==> src/verilog/comparator_pkg.sv <==
// shared constants and types for the comparator control block
package comparator_pkg;

  // register indexes; byte address is four times the index
  localparam logic [5:0] CONTROL_INDEX = 6'h18;
  localparam logic [5:0] SELECTION_INDEX = 6'h19;
  localparam logic [5:0] IRQ_STATUS_INDEX = 6'h1A;
  localparam logic [5:0] IRQ_MASK_INDEX = 6'h1B;

  // control register fields
  localparam int CTL_ENABLE_BIT = 7;
  localparam int CTL_RESULT_BIT = 6;
  localparam int CTL_RESAMPLE_BIT = 5;
  localparam int CTL_INVERT_BIT = 4;
  localparam int CTL_MINUS_MSB = 3;
  localparam int CTL_MINUS_LSB = 1;
  localparam int CTL_PLUS_BIT = 0;
  localparam logic [7:0] CONTROL_RESET = 8'h00;

  // selection register fields
  localparam int SEL_PIN_OUT_BIT = 7;
  localparam int SEL_WAKE_BIT = 6;
  localparam int SEL_HIGH_RANGE_BIT = 5;
  localparam int SEL_LOW_RANGE_BIT = 4;
  localparam int SEL_LEVEL_MSB = 3;
  localparam logic [7:0] SELECTION_RESET = 8'h00;

  // interrupt status and mask layout
  localparam int IRQ_RISE_BIT = 0;
  localparam int IRQ_FALL_BIT = 1;
  localparam int IRQ_WIDTH = 2;
  localparam logic [1:0] IRQ_RESET = 2'h0;

  // minus input codes
  localparam logic [2:0] MINUS_PIN_A3 = 3'h0;
  localparam logic [2:0] MINUS_PIN_A4 = 3'h1;
  localparam logic [2:0] MINUS_BANDGAP = 3'h2;
  localparam logic [2:0] MINUS_LADDER = 3'h3;
  localparam logic [2:0] MINUS_PIN_B7 = 3'h5;

  // bus answer states
  typedef enum logic [0:0] {
    BUS_IDLE = 1'b0,
    BUS_ANSWER = 1'b1
  } bus_state_t;

  // switch controls toward the analog comparator and ladder
  typedef struct packed {
    logic enable;
    logic plus_ladder;
    logic plus_pin_four;
    logic minus_pin_three;
    logic minus_pin_four;
    logic minus_bandgap;
    logic minus_ladder;
    logic minus_pin_seven;
    logic high_range;
    logic low_range;
    logic [3:0] level;
  } analog_ctl_t;

endpackage : comparator_pkg

==> src/verilog/analog_comparator_control.sv <==
// register file and result routing around the analog comparator
//
// Decided for this implementation: the Avalon-MM register port.
`timescale 1ns/100ps

// Notes on behaviour
// control bit 0 picks ladder (0) or pin A4 (1) for plus input
// control bits 3..1 pick minus input; codes 100 and 11X select nothing
// control bit 7 enables the comparator, reset 0
// control bit 6 reads 1 when plus exceeds minus, read-only
// control bit 5 resamples the result on timer-two clock, else direct
// control bit 4 inverts the result output
// selection bit 7 drives the result onto port A pin zero
// selection bit 6 enables wake-up on a result level change
// selection bits 5 and 4 pick ladder high and low range
// selection bits 3..0 pick one of sixteen ladder levels
// software avoids wake-up while the bandgap is the minus input
// result changes can raise an interrupt request
// result is offered as a timer clock source
// resampling on timer-two rising edge; inversion before pin, irq, wake
module analog_comparator_control (
  input wire logic sys_clk_i,
  input wire logic rst_i,
  // avalon-mm slave
  input wire logic [7:0] address_i,
  input wire logic read_i,
  input wire logic write_i,
  input wire logic [3:0] byteenable_i,
  input wire logic [31:0] writedata_i,
  output logic [31:0] readdata_o,
  output logic waitrequest_o,
  // analog side
  input wire logic compare_raw_i,
  input wire logic timer_two_clock_i,
  output comparator_pkg::analog_ctl_t analog_ctl_o,
  // result consumers
  output logic port_a_pin_zero_o,
  output logic port_a_pin_zero_oe_o,
  output logic timer_clock_source_o,
  output logic wake_o,
  output logic irq_o
);

  // register storage
  logic [7:0] control_reg;
  logic [7:0] selection_reg;
  logic [1:0] irq_status_reg;
  logic [1:0] irq_mask_reg;

  // bus handshake
  comparator_pkg::bus_state_t bus_state_reg;
  comparator_pkg::bus_state_t bus_state_next;
  logic [31:0] readdata_reg;
  logic [31:0] readdata_next;
  logic request;
  logic accept;
  logic write_take;
  logic word_aligned;
  logic [5:0] reg_index;
  logic lane0;

  // synchronisers
  logic raw_meta_reg;
  logic raw_sync_reg;
  logic tm2_meta_reg;
  logic tm2_sync_reg;
  logic tm2_prev_reg;
  logic tm2_rise;

  // result path
  logic live_result;
  logic shaped_result;
  logic shaped_prev_reg;
  logic result_rise;
  logic result_fall;
  logic [1:0] irq_events;
  logic [1:0] irq_clear;
  logic wake_reg;

  // control field views
  logic comp_enabled;
  logic invert_sel;
  logic resample_sel;
  logic pin_out_sel;
  logic wake_sel;

  assign comp_enabled = control_reg[comparator_pkg::CTL_ENABLE_BIT];
  assign invert_sel = control_reg[comparator_pkg::CTL_INVERT_BIT];
  assign resample_sel = control_reg[comparator_pkg::CTL_RESAMPLE_BIT];
  assign pin_out_sel = selection_reg[comparator_pkg::SEL_PIN_OUT_BIT];
  assign wake_sel = selection_reg[comparator_pkg::SEL_WAKE_BIT];

  // bus decode
  assign request = read_i | write_i;
  assign word_aligned = (address_i[1:0] == 2'h0);
  assign reg_index = address_i[7:2];
  assign lane0 = byteenable_i[0];

  // answer one cycle after the request is seen
  assign accept = request && (bus_state_reg == comparator_pkg::BUS_IDLE);
  assign waitrequest_o = request && (bus_state_reg != comparator_pkg::BUS_ANSWER);
  assign write_take = write_i && (bus_state_reg == comparator_pkg::BUS_ANSWER) && word_aligned && lane0;

  // bus state sequencing
  always_comb
  begin
    bus_state_next = bus_state_reg;
    case (bus_state_reg)
      comparator_pkg::BUS_IDLE:
      begin
        if (request)
          bus_state_next = comparator_pkg::BUS_ANSWER;
      end
      comparator_pkg::BUS_ANSWER:
      begin
        bus_state_next = comparator_pkg::BUS_IDLE;
      end
      default:
      begin
        bus_state_next = comparator_pkg::BUS_IDLE;
      end
    endcase
  end

  always_ff @(posedge sys_clk_i)
  begin
    if (rst_i)
      bus_state_reg <= comparator_pkg::BUS_IDLE;
    else
      bus_state_reg <= bus_state_next;
  end

  // read mux; unmapped and write-only words read zero
  always_comb
  begin
    readdata_next = 32'h0000_0000;
    if (word_aligned)
    begin
      case (reg_index)
        comparator_pkg::CONTROL_INDEX:
        begin
          readdata_next[7:0] = control_reg;
          readdata_next[comparator_pkg::CTL_RESULT_BIT] = live_result;
        end
        comparator_pkg::IRQ_STATUS_INDEX: readdata_next[1:0] = irq_status_reg;
        comparator_pkg::IRQ_MASK_INDEX: readdata_next[1:0] = irq_mask_reg;
        default: readdata_next = 32'h0000_0000;
      endcase
    end
  end

  // read data captured when the request is first seen
  always_ff @(posedge sys_clk_i)
  begin
    if (rst_i)
      readdata_reg <= 32'h0000_0000;
    else if (accept && read_i)
      readdata_reg <= readdata_next;
  end

  assign readdata_o = readdata_reg;

  // control register; result bit is not stored
  always_ff @(posedge sys_clk_i)
  begin
    if (rst_i)
      control_reg <= comparator_pkg::CONTROL_RESET;
    else if (write_take && reg_index == comparator_pkg::CONTROL_INDEX)
    begin
      control_reg <= writedata_i[7:0];
      control_reg[comparator_pkg::CTL_RESULT_BIT] <= 1'b0;
    end
  end

  // selection register, write-only
  always_ff @(posedge sys_clk_i)
  begin
    if (rst_i)
      selection_reg <= comparator_pkg::SELECTION_RESET;
    else if (write_take && reg_index == comparator_pkg::SELECTION_INDEX)
      selection_reg <= writedata_i[7:0];
  end

  // interrupt mask
  always_ff @(posedge sys_clk_i)
  begin
    if (rst_i)
      irq_mask_reg <= comparator_pkg::IRQ_RESET;
    else if (write_take && reg_index == comparator_pkg::IRQ_MASK_INDEX)
      irq_mask_reg <= writedata_i[1:0];
  end

  // write-one-to-clear strobes
  assign irq_clear = (write_take && reg_index == comparator_pkg::IRQ_STATUS_INDEX) ? writedata_i[1:0] : 2'h0;

  // comparator output crosses in by two flip-flops
  always_ff @(posedge sys_clk_i)
  begin
    if (rst_i)
    begin
      raw_meta_reg <= 1'b0;
      raw_sync_reg <= 1'b0;
    end
    else
    begin
      raw_meta_reg <= compare_raw_i;
      raw_sync_reg <= raw_meta_reg;
    end
  end

  // timer-two clock sampled as a level, then edge detected
  always_ff @(posedge sys_clk_i)
  begin
    if (rst_i)
    begin
      tm2_meta_reg <= 1'b0;
      tm2_sync_reg <= 1'b0;
      tm2_prev_reg <= 1'b0;
    end
    else
    begin
      tm2_meta_reg <= timer_two_clock_i;
      tm2_sync_reg <= tm2_meta_reg;
      tm2_prev_reg <= tm2_sync_reg;
    end
  end

  assign tm2_rise = tm2_sync_reg & ~tm2_prev_reg;

  // disabled comparator reports low
  assign live_result = comp_enabled & raw_sync_reg;

  // analog switch decode
  input_route u_input_route (
    .control_i(control_reg),
    .selection_i(selection_reg),
    .ctl_o(analog_ctl_o)
  );

  // inversion and resampling
  result_shaper u_result_shaper (
    .sys_clk_i(sys_clk_i),
    .rst_i(rst_i),
    .live_i(live_result),
    .invert_i(invert_sel),
    .resample_i(resample_sel),
    .sample_edge_i(tm2_rise),
    .shaped_o(shaped_result)
  );

  // level change detection on the shaped result
  always_ff @(posedge sys_clk_i)
  begin
    if (rst_i)
      shaped_prev_reg <= 1'b0;
    else
      shaped_prev_reg <= shaped_result;
  end

  assign result_rise = shaped_result & ~shaped_prev_reg;
  assign result_fall = ~shaped_result & shaped_prev_reg;

  always_comb
  begin
    irq_events = 2'h0;
    irq_events[comparator_pkg::IRQ_RISE_BIT] = result_rise;
    irq_events[comparator_pkg::IRQ_FALL_BIT] = result_fall;
  end

  // sticky status; a new event beats a clear in the same cycle
  always_ff @(posedge sys_clk_i)
  begin
    if (rst_i)
      irq_status_reg <= comparator_pkg::IRQ_RESET;
    else
      irq_status_reg <= (irq_status_reg & ~irq_clear) | irq_events;
  end

  assign irq_o = |(irq_status_reg & irq_mask_reg);

  // wake pulse on any level change while enabled
  always_ff @(posedge sys_clk_i)
  begin
    if (rst_i)
      wake_reg <= 1'b0;
    else
      wake_reg <= wake_sel & comp_enabled & (result_rise | result_fall);
  end

  assign wake_o = wake_reg;

  // pin and timer source follow the shaped result
  assign port_a_pin_zero_o = shaped_result;
  assign port_a_pin_zero_oe_o = pin_out_sel;
  assign timer_clock_source_o = shaped_result;

endmodule : analog_comparator_control

==> src/verilog/input_route.sv <==
// decodes the input selects into analog switch enables, at most one closed per comparator input
`timescale 1ns/100ps
module input_route (
  input wire logic [7:0] control_i,
  input wire logic [7:0] selection_i,
  output comparator_pkg::analog_ctl_t ctl_o
);

  logic [2:0] minus_code;
  logic enabled;

  assign minus_code = control_i[comparator_pkg::CTL_MINUS_MSB:comparator_pkg::CTL_MINUS_LSB];
  assign enabled = control_i[comparator_pkg::CTL_ENABLE_BIT];

  // plus and minus switches stay open while the comparator is off; ladder range and level pass through
  always_comb
  begin
    ctl_o = '0;
    ctl_o.enable = enabled;
    ctl_o.plus_ladder = enabled & ~control_i[comparator_pkg::CTL_PLUS_BIT];
    ctl_o.plus_pin_four = enabled & control_i[comparator_pkg::CTL_PLUS_BIT];
    // reserved codes close no switch
    case (minus_code)
      comparator_pkg::MINUS_PIN_A3: ctl_o.minus_pin_three = enabled;
      comparator_pkg::MINUS_PIN_A4: ctl_o.minus_pin_four = enabled;
      comparator_pkg::MINUS_BANDGAP: ctl_o.minus_bandgap = enabled;
      comparator_pkg::MINUS_LADDER: ctl_o.minus_ladder = enabled;
      comparator_pkg::MINUS_PIN_B7: ctl_o.minus_pin_seven = enabled;
      default: ctl_o.minus_pin_three = 1'b0;
    endcase
    ctl_o.high_range = selection_i[comparator_pkg::SEL_HIGH_RANGE_BIT];
    ctl_o.low_range = selection_i[comparator_pkg::SEL_LOW_RANGE_BIT];
    ctl_o.level = selection_i[comparator_pkg::SEL_LEVEL_MSB:0];
  end

endmodule : input_route

==> src/verilog/result_shaper.sv <==
// inverts and optionally resamples the comparator result
`timescale 1ns/100ps
module result_shaper (
  input wire logic sys_clk_i,
  input wire logic rst_i,
  input wire logic live_i,
  input wire logic invert_i,
  input wire logic resample_i,
  input wire logic sample_edge_i,
  output logic shaped_o
);

  logic inverted;
  logic sample_reg;
  logic shaped_reg;

  // inversion comes before every consumer except the control register result bit
  assign inverted = live_i ^ invert_i;

  // hold the level seen at each timer-two rising edge
  always_ff @(posedge sys_clk_i)
  begin
    if (rst_i)
      sample_reg <= 1'b0;
    else if (sample_edge_i)
      sample_reg <= inverted;
  end

  // pick resampled or direct result
  always_ff @(posedge sys_clk_i)
  begin
    if (rst_i)
      shaped_reg <= 1'b0;
    else
      shaped_reg <= resample_i ? sample_reg : inverted;
  end

  assign shaped_o = shaped_reg;

endmodule : result_shaper
==> config.mk <==
export PLATFORM = sky130hd
export DESIGN_NAME = analog_comparator_control
export DESIGN_NICKNAME = d
export VERILOG_FILES = /design/src/verilog/comparator_pkg.sv /design/src/verilog/analog_comparator_control.sv /design/src/verilog/input_route.sv /design/src/verilog/result_shaper.sv
export SDC_FILE = /design/constraint.sdc
export NUM_CORES = 1
export LEC_CHECK = 0
export BUFFER_PORTS_ARGS = -buffer_cell sky130_fd_sc_hd__buf_4
export CAP_MARGIN = 10
export CELL_PAD_IN_SITES_DETAIL_PLACEMENT = 0
export CELL_PAD_IN_SITES_GLOBAL_PLACEMENT = 1
export CORE_MARGIN = 1
export CORE_UTILIZATION = 30
export CTS_CLUSTER_DIAMETER = 30
export CTS_CLUSTER_SIZE = 25
export DETAILED_ROUTE_END_ITERATION = 8
export PLACE_DENSITY = 0.72
export SYNTH_ARGS = -nofsm -noshare
export SYNTH_HDL_FRONTEND = slang
export SYNTH_SLANG_ARGS = --single-unit
==> constraint.sdc <==
create_clock -name sys_clk_i -period 1.4 [get_ports sys_clk_i]
set_input_delay 0.28 -clock sys_clk_i [delete_from_list [all_inputs] [get_ports sys_clk_i]]
set_output_delay 0.28 -clock sys_clk_i [all_outputs]
set_load 0.02 [all_outputs]
**Yosys cells after proc, flatten, opt, wreduce, memory -nomap -nowiden**

Cells that the tools add are included.

- Flip-flop bits (word level): 61
- Input port bits: 50
- Logic and storage cells: 67

- Equal/unequal tests: 8
- Muxes and demuxes: 12
- Bitwise logic cells: 20
- Reduce and logical (&&, ||, !) cells: 12

Operators with widths:

| kind | number |
|---|---|
| $eq 6x5->1 const B | 4 |
| $logic_and 1x1->1 | 9 |
| $and 1x1->1 | 8 |
| $mux 8 | 1 |
| $mux 1 | 7 |
| $eq 3x2->1 const B | 2 |
| $mux 6 | 1 |
| $pmux 2 s3 | 1 |
| $not 1->1 | 5 |
| $and 2x2->2 | 2 |
| $eq 3x1->1 const B | 1 |
| $eq 3x3->1 const B | 1 |
| $logic_not 3->1 | 1 |
| $logic_not 2->1 | 1 |
| $mux 2 | 1 |
| $not 2->2 | 1 |
| $or 1x1->1 | 2 |
| $or 2x2->2 | 1 |
| $pmux 1 s2 | 1 |
| $reduce_or 2->1 | 1 |
| $xor 1x1->1 | 1 |

**Longest topological paths before layout**

Gate-level depths: netlist of run 1.

- Depth in word-level cells: 8
- Gate-level depth with buffers: 4
- Gate-level depth less buffers: 4

**Cells and area by module**

A second synthesis of run 1 with hierarchy kept.

- Cells, all modules: 195
- Area, all modules: 1921.8 um^2

Modules (own cells, without submodules):

| module | instances | cells an instance | area each (um^2) |
|---|---|---|---|
| analog_comparator_control | 1 | 173 | 1717.9 |
| input_route | 1 | 14 | 125.1 |
| result_shaper | 1 | 8 | 78.8 |

**Worst setup path before layout of run 1**

Ideal clock, no wire load.

- Kind: register to output
- Start: register control_reg[7]
- End: output port analog_ctl_o[10] in the netlist's numbering
- Arrival time: 1152 ps
- Slack: -32 ps
- Cell stages (with the launch flop): 3
- Path through: dfxtp_1 nor2b_1 nor3b_1

RTL lines:

| element | RTL line | text |
|---|---|---|
| start: declaration | analog_comparator_control.sv:45 | `logic [7:0] control_reg;` |
| start signal: assignment | analog_comparator_control.sv:167 | `control_reg <= comparator_pkg::CONTROL_RESET;` |
| start signal: assignment | analog_comparator_control.sv:170 | `control_reg <= writedata_i[7:0];` |
| end: declaration | analog_comparator_control.sv:35 | `output comparator_pkg::analog_ctl_t analog_ctl_o,` |

==> metrics, run 1 <==
status=complete, but fails checks; failing checks=setup timing; Sw Ratio=~24%; Reg2Reg Depth=3; Yosys warning total=0; full die area=around 6600 um^2; Hold Crit Start=compare_raw_i; WP data arrival=approximately 1.2 ns; Min-Delay Path Class=in2reg; Critical Path Source Type=flop; max-cap viol count=0; tightest hold margin=roughly 0.20 ns; leading post-synthesis cells by cell area=dfxtp_1, buf_4, mux2i_1; Sink Count=37; largest family of logic cells by synthesized area=simple AND/OR/NAND/NOR gates; number of diodes=0; post-placement cell area=between 2000 and 2500 um^2; vias per cell=4.35; CTS Hold Buffers Added=0; Placed Instances=roughly 310; clk_skew=approximately 0.0071 ns; Cell Area, Synth=between 1500 and 2000 um^2; Finish-stage setup viols=4; crit path launch=control_reg[7]$_SDFFE_PP0P_; Max FO, Critical Path=4; Synth Register Bits=37; vias in the first global route=approximately 1300; worst reg2reg path startpoint=bus_state_reg$_SDFF_PP0_; final period utilization=103%; Leak=1.07 nW; Hold Path Depth=2; P_int=1.59 mW; grt peak-use layer=met2; cell accounting for the most synthesized area=dfxtp_1; Worst-Skew Late Latency=between 0.2 and 0.3 ns; DRC Markers=0; aggregate negative setup slack=-0.0866 ns; endpoints failing hold=0; crit path cell chain=nor2b_4, nor3b_2, buf_4; largest net degree at the start of global routing=47; CP endpoint=analog_ctl_o[10]; remaining antenna violation count=0; register area share after synthesis=between 30% and 40%; Die Width=between 80 and 90 um; Reg2Reg Setup Slack=0.13 ns; met2 Resource Use GR=18.6%; die height=slightly above 80 um; grt ovf=0; mux cell area share after synthesis=between 10% and 20%; first-pass detailed-route iteration total=4; Final Cell Area=roughly 2400 um^2; CTS tree=done; max-slew violation count=0; Comb power frac=about a tenth; H-tree levels=2; Slowest-stage cell, CP=dfxtp_4; site row count=28; first-pass GRT wire length=a little over 6000 um; root buf cell=clkbuf_8; NumNets Final=between 200 and 300; floorplan core area=5990 um^2; I/O Buffers=50; HPWL after detailed placement=approximately 2800 um; M3 GR Usage=under 10%; XOR/XNOR Fraction of Synth Area=less than 1%; Critical Path RT=roughly 1.1 ns; Net Sw Power=about 510 uW; Worst VDD drop=between 0.0003 and 0.0004 V; routed via count=about 1400; type of the worst setup path=reg2out; Adder-Cell Fraction of Synth Area=~1.3%; gpl congestion=between 0.7 and 0.8; # IOs=a little over 100; syn_area_per_cell=9.41 um^2; CP max stage delay=roughly 0.38 ns; Reg power frac=50.6%; pwr dens=~890 nW/um^2; Cells after Synth=about 200; M1 GR Usage=roughly 16%; total track usage=about an eighth; worst setup slack after layout=-0.0420 ns; Setup crit end kind=output port; DRT Wirelength=~3900 um; Layout Cells excl Fill=~320; drt wl/cell=about 12 um; Compound-Gate Fraction of Synth Area=~5.8%; initial antenna violation count=0; CTS Buffer Depth=2; Post-Synth Simple-Gate Area=a little over a quarter; RSZ-0062 raised after global routing=true; share of cells above drive strength 1=30.6%; Clk network pwr share=between 30% and 40%; area delta synth->final=24.7%; Initial Util=between 30% and 40%; Reg clk slew, reported paths=around 0.070 ns; Fmax=about 690 MHz; cts bufs inserted=5; crit path time final=~1.4 ns; drt first-iter violations=56; Synth cell types=34; Synth top area share=approximately two fifths; Critical R2R Capture=control_reg[4]$_SDFFE_PP0P_
[cells by family (layout without fill, tap and decap cells)]
group                    Yosys count  count (layout)
AND/OR/NAND/NOR                   80              80
adder cells (fa/ha/maj)            2               2
AO/OA/AOI/OAI                     17              17
buffers and inverters             44              68
XOR/XNOR                           1               1
other                              1              24
multiplexers                      19              19
flip-flops                        37              37
[worst max-delay path, delay by kind of cell (launching register included)]
kind / cells / cell delay (ns)
flip-flops: 1 / 0.38
AND/OR/NAND/NOR: 2 / 0.32
buffers and inverters: 1 / 0.16
[routing by layer]
layer / part of all wire (%) / vias up
li1: - / 716
met1: 46 / 642
met5: 0 / -
met2: 46 / 43
met4: 1.5 / 0
met3: 6.6 / 5
[cells in the final DEF (no fill, tap or decap), types with 3 or more instances in the layout]
master,netlist,routed
conb_1,1,24
nand3b_1,3,3
clkbuf_8,0,7
and4_1,3,3
dfxtp_1,37,34
a21oi_1,6,6
nand2b_1,26,26
nor2b_1,12,10
inv_1,3,3
mux2i_1,19,19
buf_4,34,52
nor2_1,7,7
nand4_1,7,7
nand2_1,8,8
buf_6,0,5
[power by group through the flow]
stage          clock (mW)  sequential (mW)  combinational [mW]
2_1_floorplan           0             1.09               0.183
3_3_place_gp            0             1.09               0.214
3_5_place_dp            0             1.09               0.216
4_1_cts             0.859             1.06               0.215
5_1_grt             0.901             1.06               0.232
6_report            0.823             1.06               0.215
[worst min path at each step]
stage                              end
5_1_grt        raw_meta_reg$_SDFF_PP0_
3_5_place_dp   raw_sync_reg$_SDFF_PP0_
4_1_cts        tm2_meta_reg$_SDFF_PP0_
3_3_place_gp   tm2_sync_reg$_SDFF_PP0_
6_report       raw_meta_reg$_SDFF_PP0_
2_1_floorplan  raw_meta_reg$_SDFF_PP0_
[synth_stat cells]
library cell,number
mux2i_1,19
and3_1,2
and4b_1,1
buf_1,1
inv_1,3
dfxtp_1,37
xnor2_1,1
and2_1,3
and4bb_4,1
nor4b_4,1
nand2b_1,26
a211oi_1,2
ha_1,2
nand2_1,8
nor3_1,2
nor3b_1,1
nor2b_1,12
a21oi_1,6
a31oi_1,2
nor2_1,7
and3b_1,1
buf_4,34
a22o_1,1
nand4_1,7
nand4_2,1
and4bb_2,1
and4_1,3
o21bai_1,2
clkbuf_1,4
nand3b_1,3
buf_2,2
a2bb2oi_1,2
o21ai_0,2
conb_1,1
[layout make-up]
class	count	area [um^2]
sequential	37	747
timing repair buffer	57	447
inverter	3	11.3
tap	75	93.8
fill	634	3630
clock buffer	7	96.3
clock inverter	1	5.00
multi-input combinational	143	960
[repair_timing]
action	in CTS	in global routing
setup buffers	1	1
resized for setup	7	6
hold endpoints to repair	0	0
setup endpoints to repair	7	7
[stage by stage]
stage                     util [%]  power [mW]  setup slack [ns]
after floorplan                  -        1.27             0.165
after global placement        36.8        1.30           0.00131
after detailed placement      36.8        1.31           -0.0384
after CTS                     39.0        2.14           -0.0613
after global routing          39.4        2.20            -0.125
final                         39.4        2.10           -0.0420
No activity file was read; power rests on OpenSTA's default activity.
==> run 2: changes to the inputs <==
--- a/config.mk
+++ b/config.mk
@@ -9,6 +9,7 @@
 export CAP_MARGIN = 10
 export CELL_PAD_IN_SITES_DETAIL_PLACEMENT = 0
 export CELL_PAD_IN_SITES_GLOBAL_PLACEMENT = 1
+export CORE_ASPECT_RATIO = 1.2
 export CORE_MARGIN = 1
 export CORE_UTILIZATION = 30
 export CTS_CLUSTER_DIAMETER = 30
==> run 2 against run 1 <==
Net effect: the run still ends with setup timing left; worst hold slack lost 0.0050 ns; setup slack improved by 0.030 ns; core utilization shrank 0.56 points; combinational power is essentially flat; wire length decreased by 1.8%; power down 5.2%; non-clock buffer count increased by 1; first-iteration DRC count fell by 21%; critical path depth unchanged; die area hardly changed; clock power down 13%; sequential share of layout area increased by 0.082 points; critical path type unchanged; critical endpoint unchanged; largest cell class unchanged.
==> metrics, run 2 (synthesis gave the netlist of run 1 again) <==
status=complete, but fails checks; failing checks=setup timing; initial antenna violation count=0; Initial Util=a little under a third; root buf cell=clkbuf_8; RSZ-0062 raised after global routing=true; share of cells above drive strength 1=approximately 30%; final period utilization=101%; CTS Hold Buffers Added=0; Reg2Reg Setup Slack=0.19 ns; Setup crit end kind=output port; worst setup slack after layout=-0.0122 ns; Pwr Total=roughly 2 mW; drt first-iter violations=44; post-placement cell area=2220 um^2; commonest cells after routing, fill and taps aside=buf_4, dfxtp_1, nand2b_1; HPWL after detailed placement=roughly 2900 um; Max FO, Critical Path=4; CTS tree=done; site row count=31; total track usage=11.9%; vias in the first global route=between 1000 and 1500; Leak=about 1.1 nW; Critical Path Source Type=flop; floorplan core area=just over 6000 um^2; endpoints failing hold=0; crit path time final=1.41 ns; type of the worst setup path=reg2out; # IOs=between 100 and 150; Final Core Density=about two fifths; most common cell after layout, fill and taps aside=buf_4; cell family with most CP delay=simple AND/OR/NAND/NOR gates; first-pass detailed-route iteration total=4; die height=89.0 um; clk_skew=approximately 0.0073 ns; area of the multi-input gates=961 um^2; routed via count=between 1000 and 1500; fill count=about 640; Hold Path Depth=2; first-pass GRT wire length=5810 um; vias per cell=approximately 4.2; Finish-stage setup viols=1; number of diodes=0; Sink Count=37; tightest hold margin=~0.2 ns; WP data arrival=between 1 and 1.5 ns; Die Width=~74 um; Worst VDD drop=about 0.00051 V; Min-Delay Path Class=in2reg; NumNets Final=300; DRC Markers=0; grt ovf=0; CP Depth=3; largest net degree at the start of global routing=47; Reg2Reg Depth=3; Worst-Skew Late Latency=0.29 ns; I/O Buffers=50; max-slew violation count=0; gpl congestion=approximately 0.75; DRT Wirelength=around 3800 um; H-tree levels=2; CP bufs+invs=1; cts bufs inserted=5; pwr dens=about 850 nW/um^2; Reg area=between 700 and 800 um^2; Critical Path RT=between 1 and 1.5 ns; Fmax=708 MHz; CTS Buffer Depth=2; Reg clk slew, reported paths=0.08 ns; drt wl/cell=approximately 11 um; full die area=approximately 6600 um^2; area delta synth->final=24.2%; max-cap viol count=0; remaining antenna violation count=0; Slowest-stage cell, CP=dfxtp_2; CP max stage delay=between 0.3 and 0.4 ns; Final Cell Area=between 2000 and 2500 um^2; crit path cell chain=nor2b_4, nor3b_4, buf_6
-- run 2: cell types whose count changed in the layout (fill, tap and decap cells not counted), sizes merged --
cell,previous run,this run
clkinv,1,2
buf,57,58
clkbuf,7,6
-- run 2: per-layer routing --
layer | wire length, um | GRT usage [%]
met5 | 0 | 0
met4 | 63 | 4.63
met3 | 238 | 3.61
met2 | 1820 | 18.8
met1 | 1690 | 14.9
-- run 2: final timing paths --
kind | start | end
worst min-delay path | compare_raw_i | raw_meta_reg$_SDFF_PP0_
worst max-delay path | control_reg[7]$_SDFFE_PP0P_ | analog_ctl_o[10]
worst max register to register | bus_state_reg$_SDFF_PP0_ | control_reg[5]$_SDFFE_PP0P_
worst min register to register | raw_meta_reg$_SDFF_PP0_ | raw_sync_reg$_SDFF_PP0_
-- run 2: final cells by class --
type,count,area share (%)
clock inverters,2,0.426
multi-input cells,143,40.9
inverters,3,0.479
flip-flops and latches,37,31.7
well taps,82,4.37
repair buffers,58,19.0
clock buffers,6,3.09
-- run 2: through the flow --
step                std cells  setup TNS, ns  setup slack, ns
global route              331         -0.119          -0.0890
global placement          321              0          0.00834
finish                    331        -0.0122          -0.0122
floorplan                 224              0            0.165
CTS                       329        -0.0226          -0.0226
detailed placement        321        -0.0246          -0.0246
-- run 2: where the power goes --
| group | internal (mW) | switching [mW] | total (mW) |
|---|---|---|---|
| sequential | 1.06 | 0.00317 | 1.06 |
| combinational | 0.0862 | 0.127 | 0.213 |
| clock | 0.345 | 0.368 | 0.713 |
-- run 2: repair_timing --
| item | 4_1_cts | 5_1_grt |
|---|---|---|
| endpoints found under the setup margin | 5 | 5 |
| setup buffers | 0 | 2 |
| resized for setup | 6 | 4 |
==> run 3: changes to the inputs <==
--- a/config.mk
+++ b/config.mk
@@ -11,11 +11,11 @@
 export CELL_PAD_IN_SITES_GLOBAL_PLACEMENT = 1
 export CORE_ASPECT_RATIO = 1.2
 export CORE_MARGIN = 1
-export CORE_UTILIZATION = 30
+export CORE_UTILIZATION = 29
 export CTS_CLUSTER_DIAMETER = 30
 export CTS_CLUSTER_SIZE = 25
 export DETAILED_ROUTE_END_ITERATION = 8
-export PLACE_DENSITY = 0.72
+export PLACE_DENSITY = 0.73
 export SYNTH_ARGS = -nofsm -noshare
 export SYNTH_HDL_FRONTEND = slang
 export SYNTH_SLANG_ARGS = --single-unit
==> constraint.sdc (replaced) <==
create_clock -name sys_clk_i -period 1.25 [get_ports sys_clk_i]
set_input_delay 0.25 -clock sys_clk_i [delete_from_list [all_inputs] [get_ports sys_clk_i]]
set_output_delay 0.25 -clock sys_clk_i [all_outputs]
set_load 0.02 [all_outputs]
==> run 3 against run 2 <==
Net effect: power is 34% higher; sequential share of layout area is 1.4 points lower; highest routed layer unchanged; non-clock buffer count rose by 2; setup slack worse by 0.084 ns; the flow still finishes with violations (setup timing); critical path depth is the same.
==> metrics, run 3 (synthesis gave the netlist of run 1 again) <==
drt wl/cell=between 10 and 15 um; largest net degree at the start of global routing=approximately 40; CTS Buffer Depth=2; # IOs=102; share of cells above drive strength 1=34.7%; Critical Path Source Type=flop; Reg area=749 um^2; status=complete, but fails checks; type of the worst setup path=reg2out; commonest cells after routing, fill and taps aside=buf_4, dfxtp_1, nand2b_1; max-slew violation count=0; vias per cell=4.31; pwr dens=roughly 1100 nW/um^2; dpl ws=-0.118 ns; total track usage=12.3%; area delta synth->final=30.8%; Finish-stage setup viols=7; Leak=~1.1 nW; Sink Count=37; failing checks=setup timing; Die Width=between 70 and 80 um; site row count=31; DRC Markers=0; Max FO, Critical Path=4; Pwr Total=2.67 mW; drt first-iter violations=approximately 50; worst setup slack after layout=-0.0960 ns; Setup crit end kind=output port; Critical Path RT=1.00 ns; Fmax=roughly 740 MHz; I/O Buffers=50; CTS Hold Buffers Added=0; clk_skew=0.00466 ns; H-tree levels=2; Worst-Skew Late Latency=0.29 ns; vias in the first global route=1320; area of the multi-input gates=between 900 and 1000 um^2; root buf cell=clkbuf_8; Reg2Reg Setup Slack=roughly 0.050 ns; HPWL after detailed placement=around 3000 um; DRT Wirelength=approximately 4000 um; final period utilization=108%; fill count=around 630; CTS tree=done; endpoints failing hold=0; RSZ-0062 raised after global routing=true; max-cap viol count=0; Initial Util=a little under a third; most common cell after layout, fill and taps aside=buf_4; full die area=roughly 6900 um^2; number of diodes=0; Reg clk slew, reported paths=~0.08 ns; Min-Delay Path Class=in2reg; die height=between 90 and 100 um; routed via count=roughly 1400; Worst VDD drop=0.000534 V; first-pass GRT wire length=about 6300 um; first-pass detailed-route iteration total=4; WP data arrival=roughly 1.1 ns; gpl congestion=0.729; floorplan core area=6170 um^2; cts bufs inserted=5; remaining antenna violation count=0; crit path time final=about 1.3 ns; grt ovf=0; initial antenna violation count=0; NumNets Final=302
==> run 3: cell types whose count changed in the layout (fill, tap and decap cells not counted), moves of 2 or more <==
| cell | before | now |
|---|---|---|
| dfxtp_1 | 33 | 30 |
| buf_6 | 3 | 10 |
| dfxtp_2 | 4 | 7 |
| and4_1 | 3 | 1 |
| bufinv_16 | 0 | 2 |
| buf_4 | 55 | 50 |
==> run 3: what timing repair did <==
action	4_1_cts	5_1_grt
gates resized for setup	19	10
pin swaps	2	6
endpoints found under the setup margin	9	19
setup buffers	2	0
==> run 3: path summary, 6_finish.rpt <==
| kind | start | end | cells past startpoint |
|---|---|---|---|
| min reg2reg | tm2_meta_reg$_SDFF_PP0_ | tm2_sync_reg$_SDFF_PP0_ | 1 |
| max reg2reg | bus_state_reg$_SDFF_PP0_ | selection_reg[0]$_SDFFE_PP0P_ | 3 |
| max | control_reg[7]$_SDFFE_PP0P_ | analog_ctl_o[10] | 3 |
| min | compare_raw_i | raw_meta_reg$_SDFF_PP0_ | 2 |
==> run 3: routing by layer <==
metal | routed length, um | GRT usage (%) | vias to the layer above
li1 | - | - | 723
met3 | 208 | 2.46 | 7
met5 | 0 | 0 | -
met2 | 1980 | 19.5 | 46
met4 | 76 | 6.02 | 0
met1 | 1720 | 15.6 | 658
==> run 3: power breakdown <==
part / internal [mW] / total [mW] / switching, mW
logic: 0.103 / 0.253 / 0.151
registers: 1.19 / 1.19 / 0.00370
clock network: 0.792 / 1.22 / 0.430
total: 2.08 / 2.67 / 0.584
==> run 3: area by class of cell <==
class,instances,area share [%]
Timing Repair Buffer,60,19.7
Multi-Input combinational cell,143,40.0
Sequential cell,37,30.3
Clock buffer,5,2.78
Clock inverter,3,2.63
Inverter,3,0.455
Tap cell,82,4.15
==> run 3: worst max-delay path: stages, from the launching register on <==
cell and delay (ns):
dfxtp_2 0.34, nor2b_4 0.15, nor3b_2 0.16, buf_4 0.15
==> run 3: metrics by stage <==
step                      instance area, um^2  setup TNS (ns)  std cells  util (%)  hold WS, ns
after floorplan                          1980               0        224         -        0.378
after global placement                   2240           -1.13        323      36.3        0.419
after detailed placement                 2240           -1.23        323      36.3        0.428
after CTS                                2440          -0.601        333      39.5        0.157
after global routing                     2470          -0.949        333      40.1        0.172
final                                    2470          -0.438        333      40.1        0.166
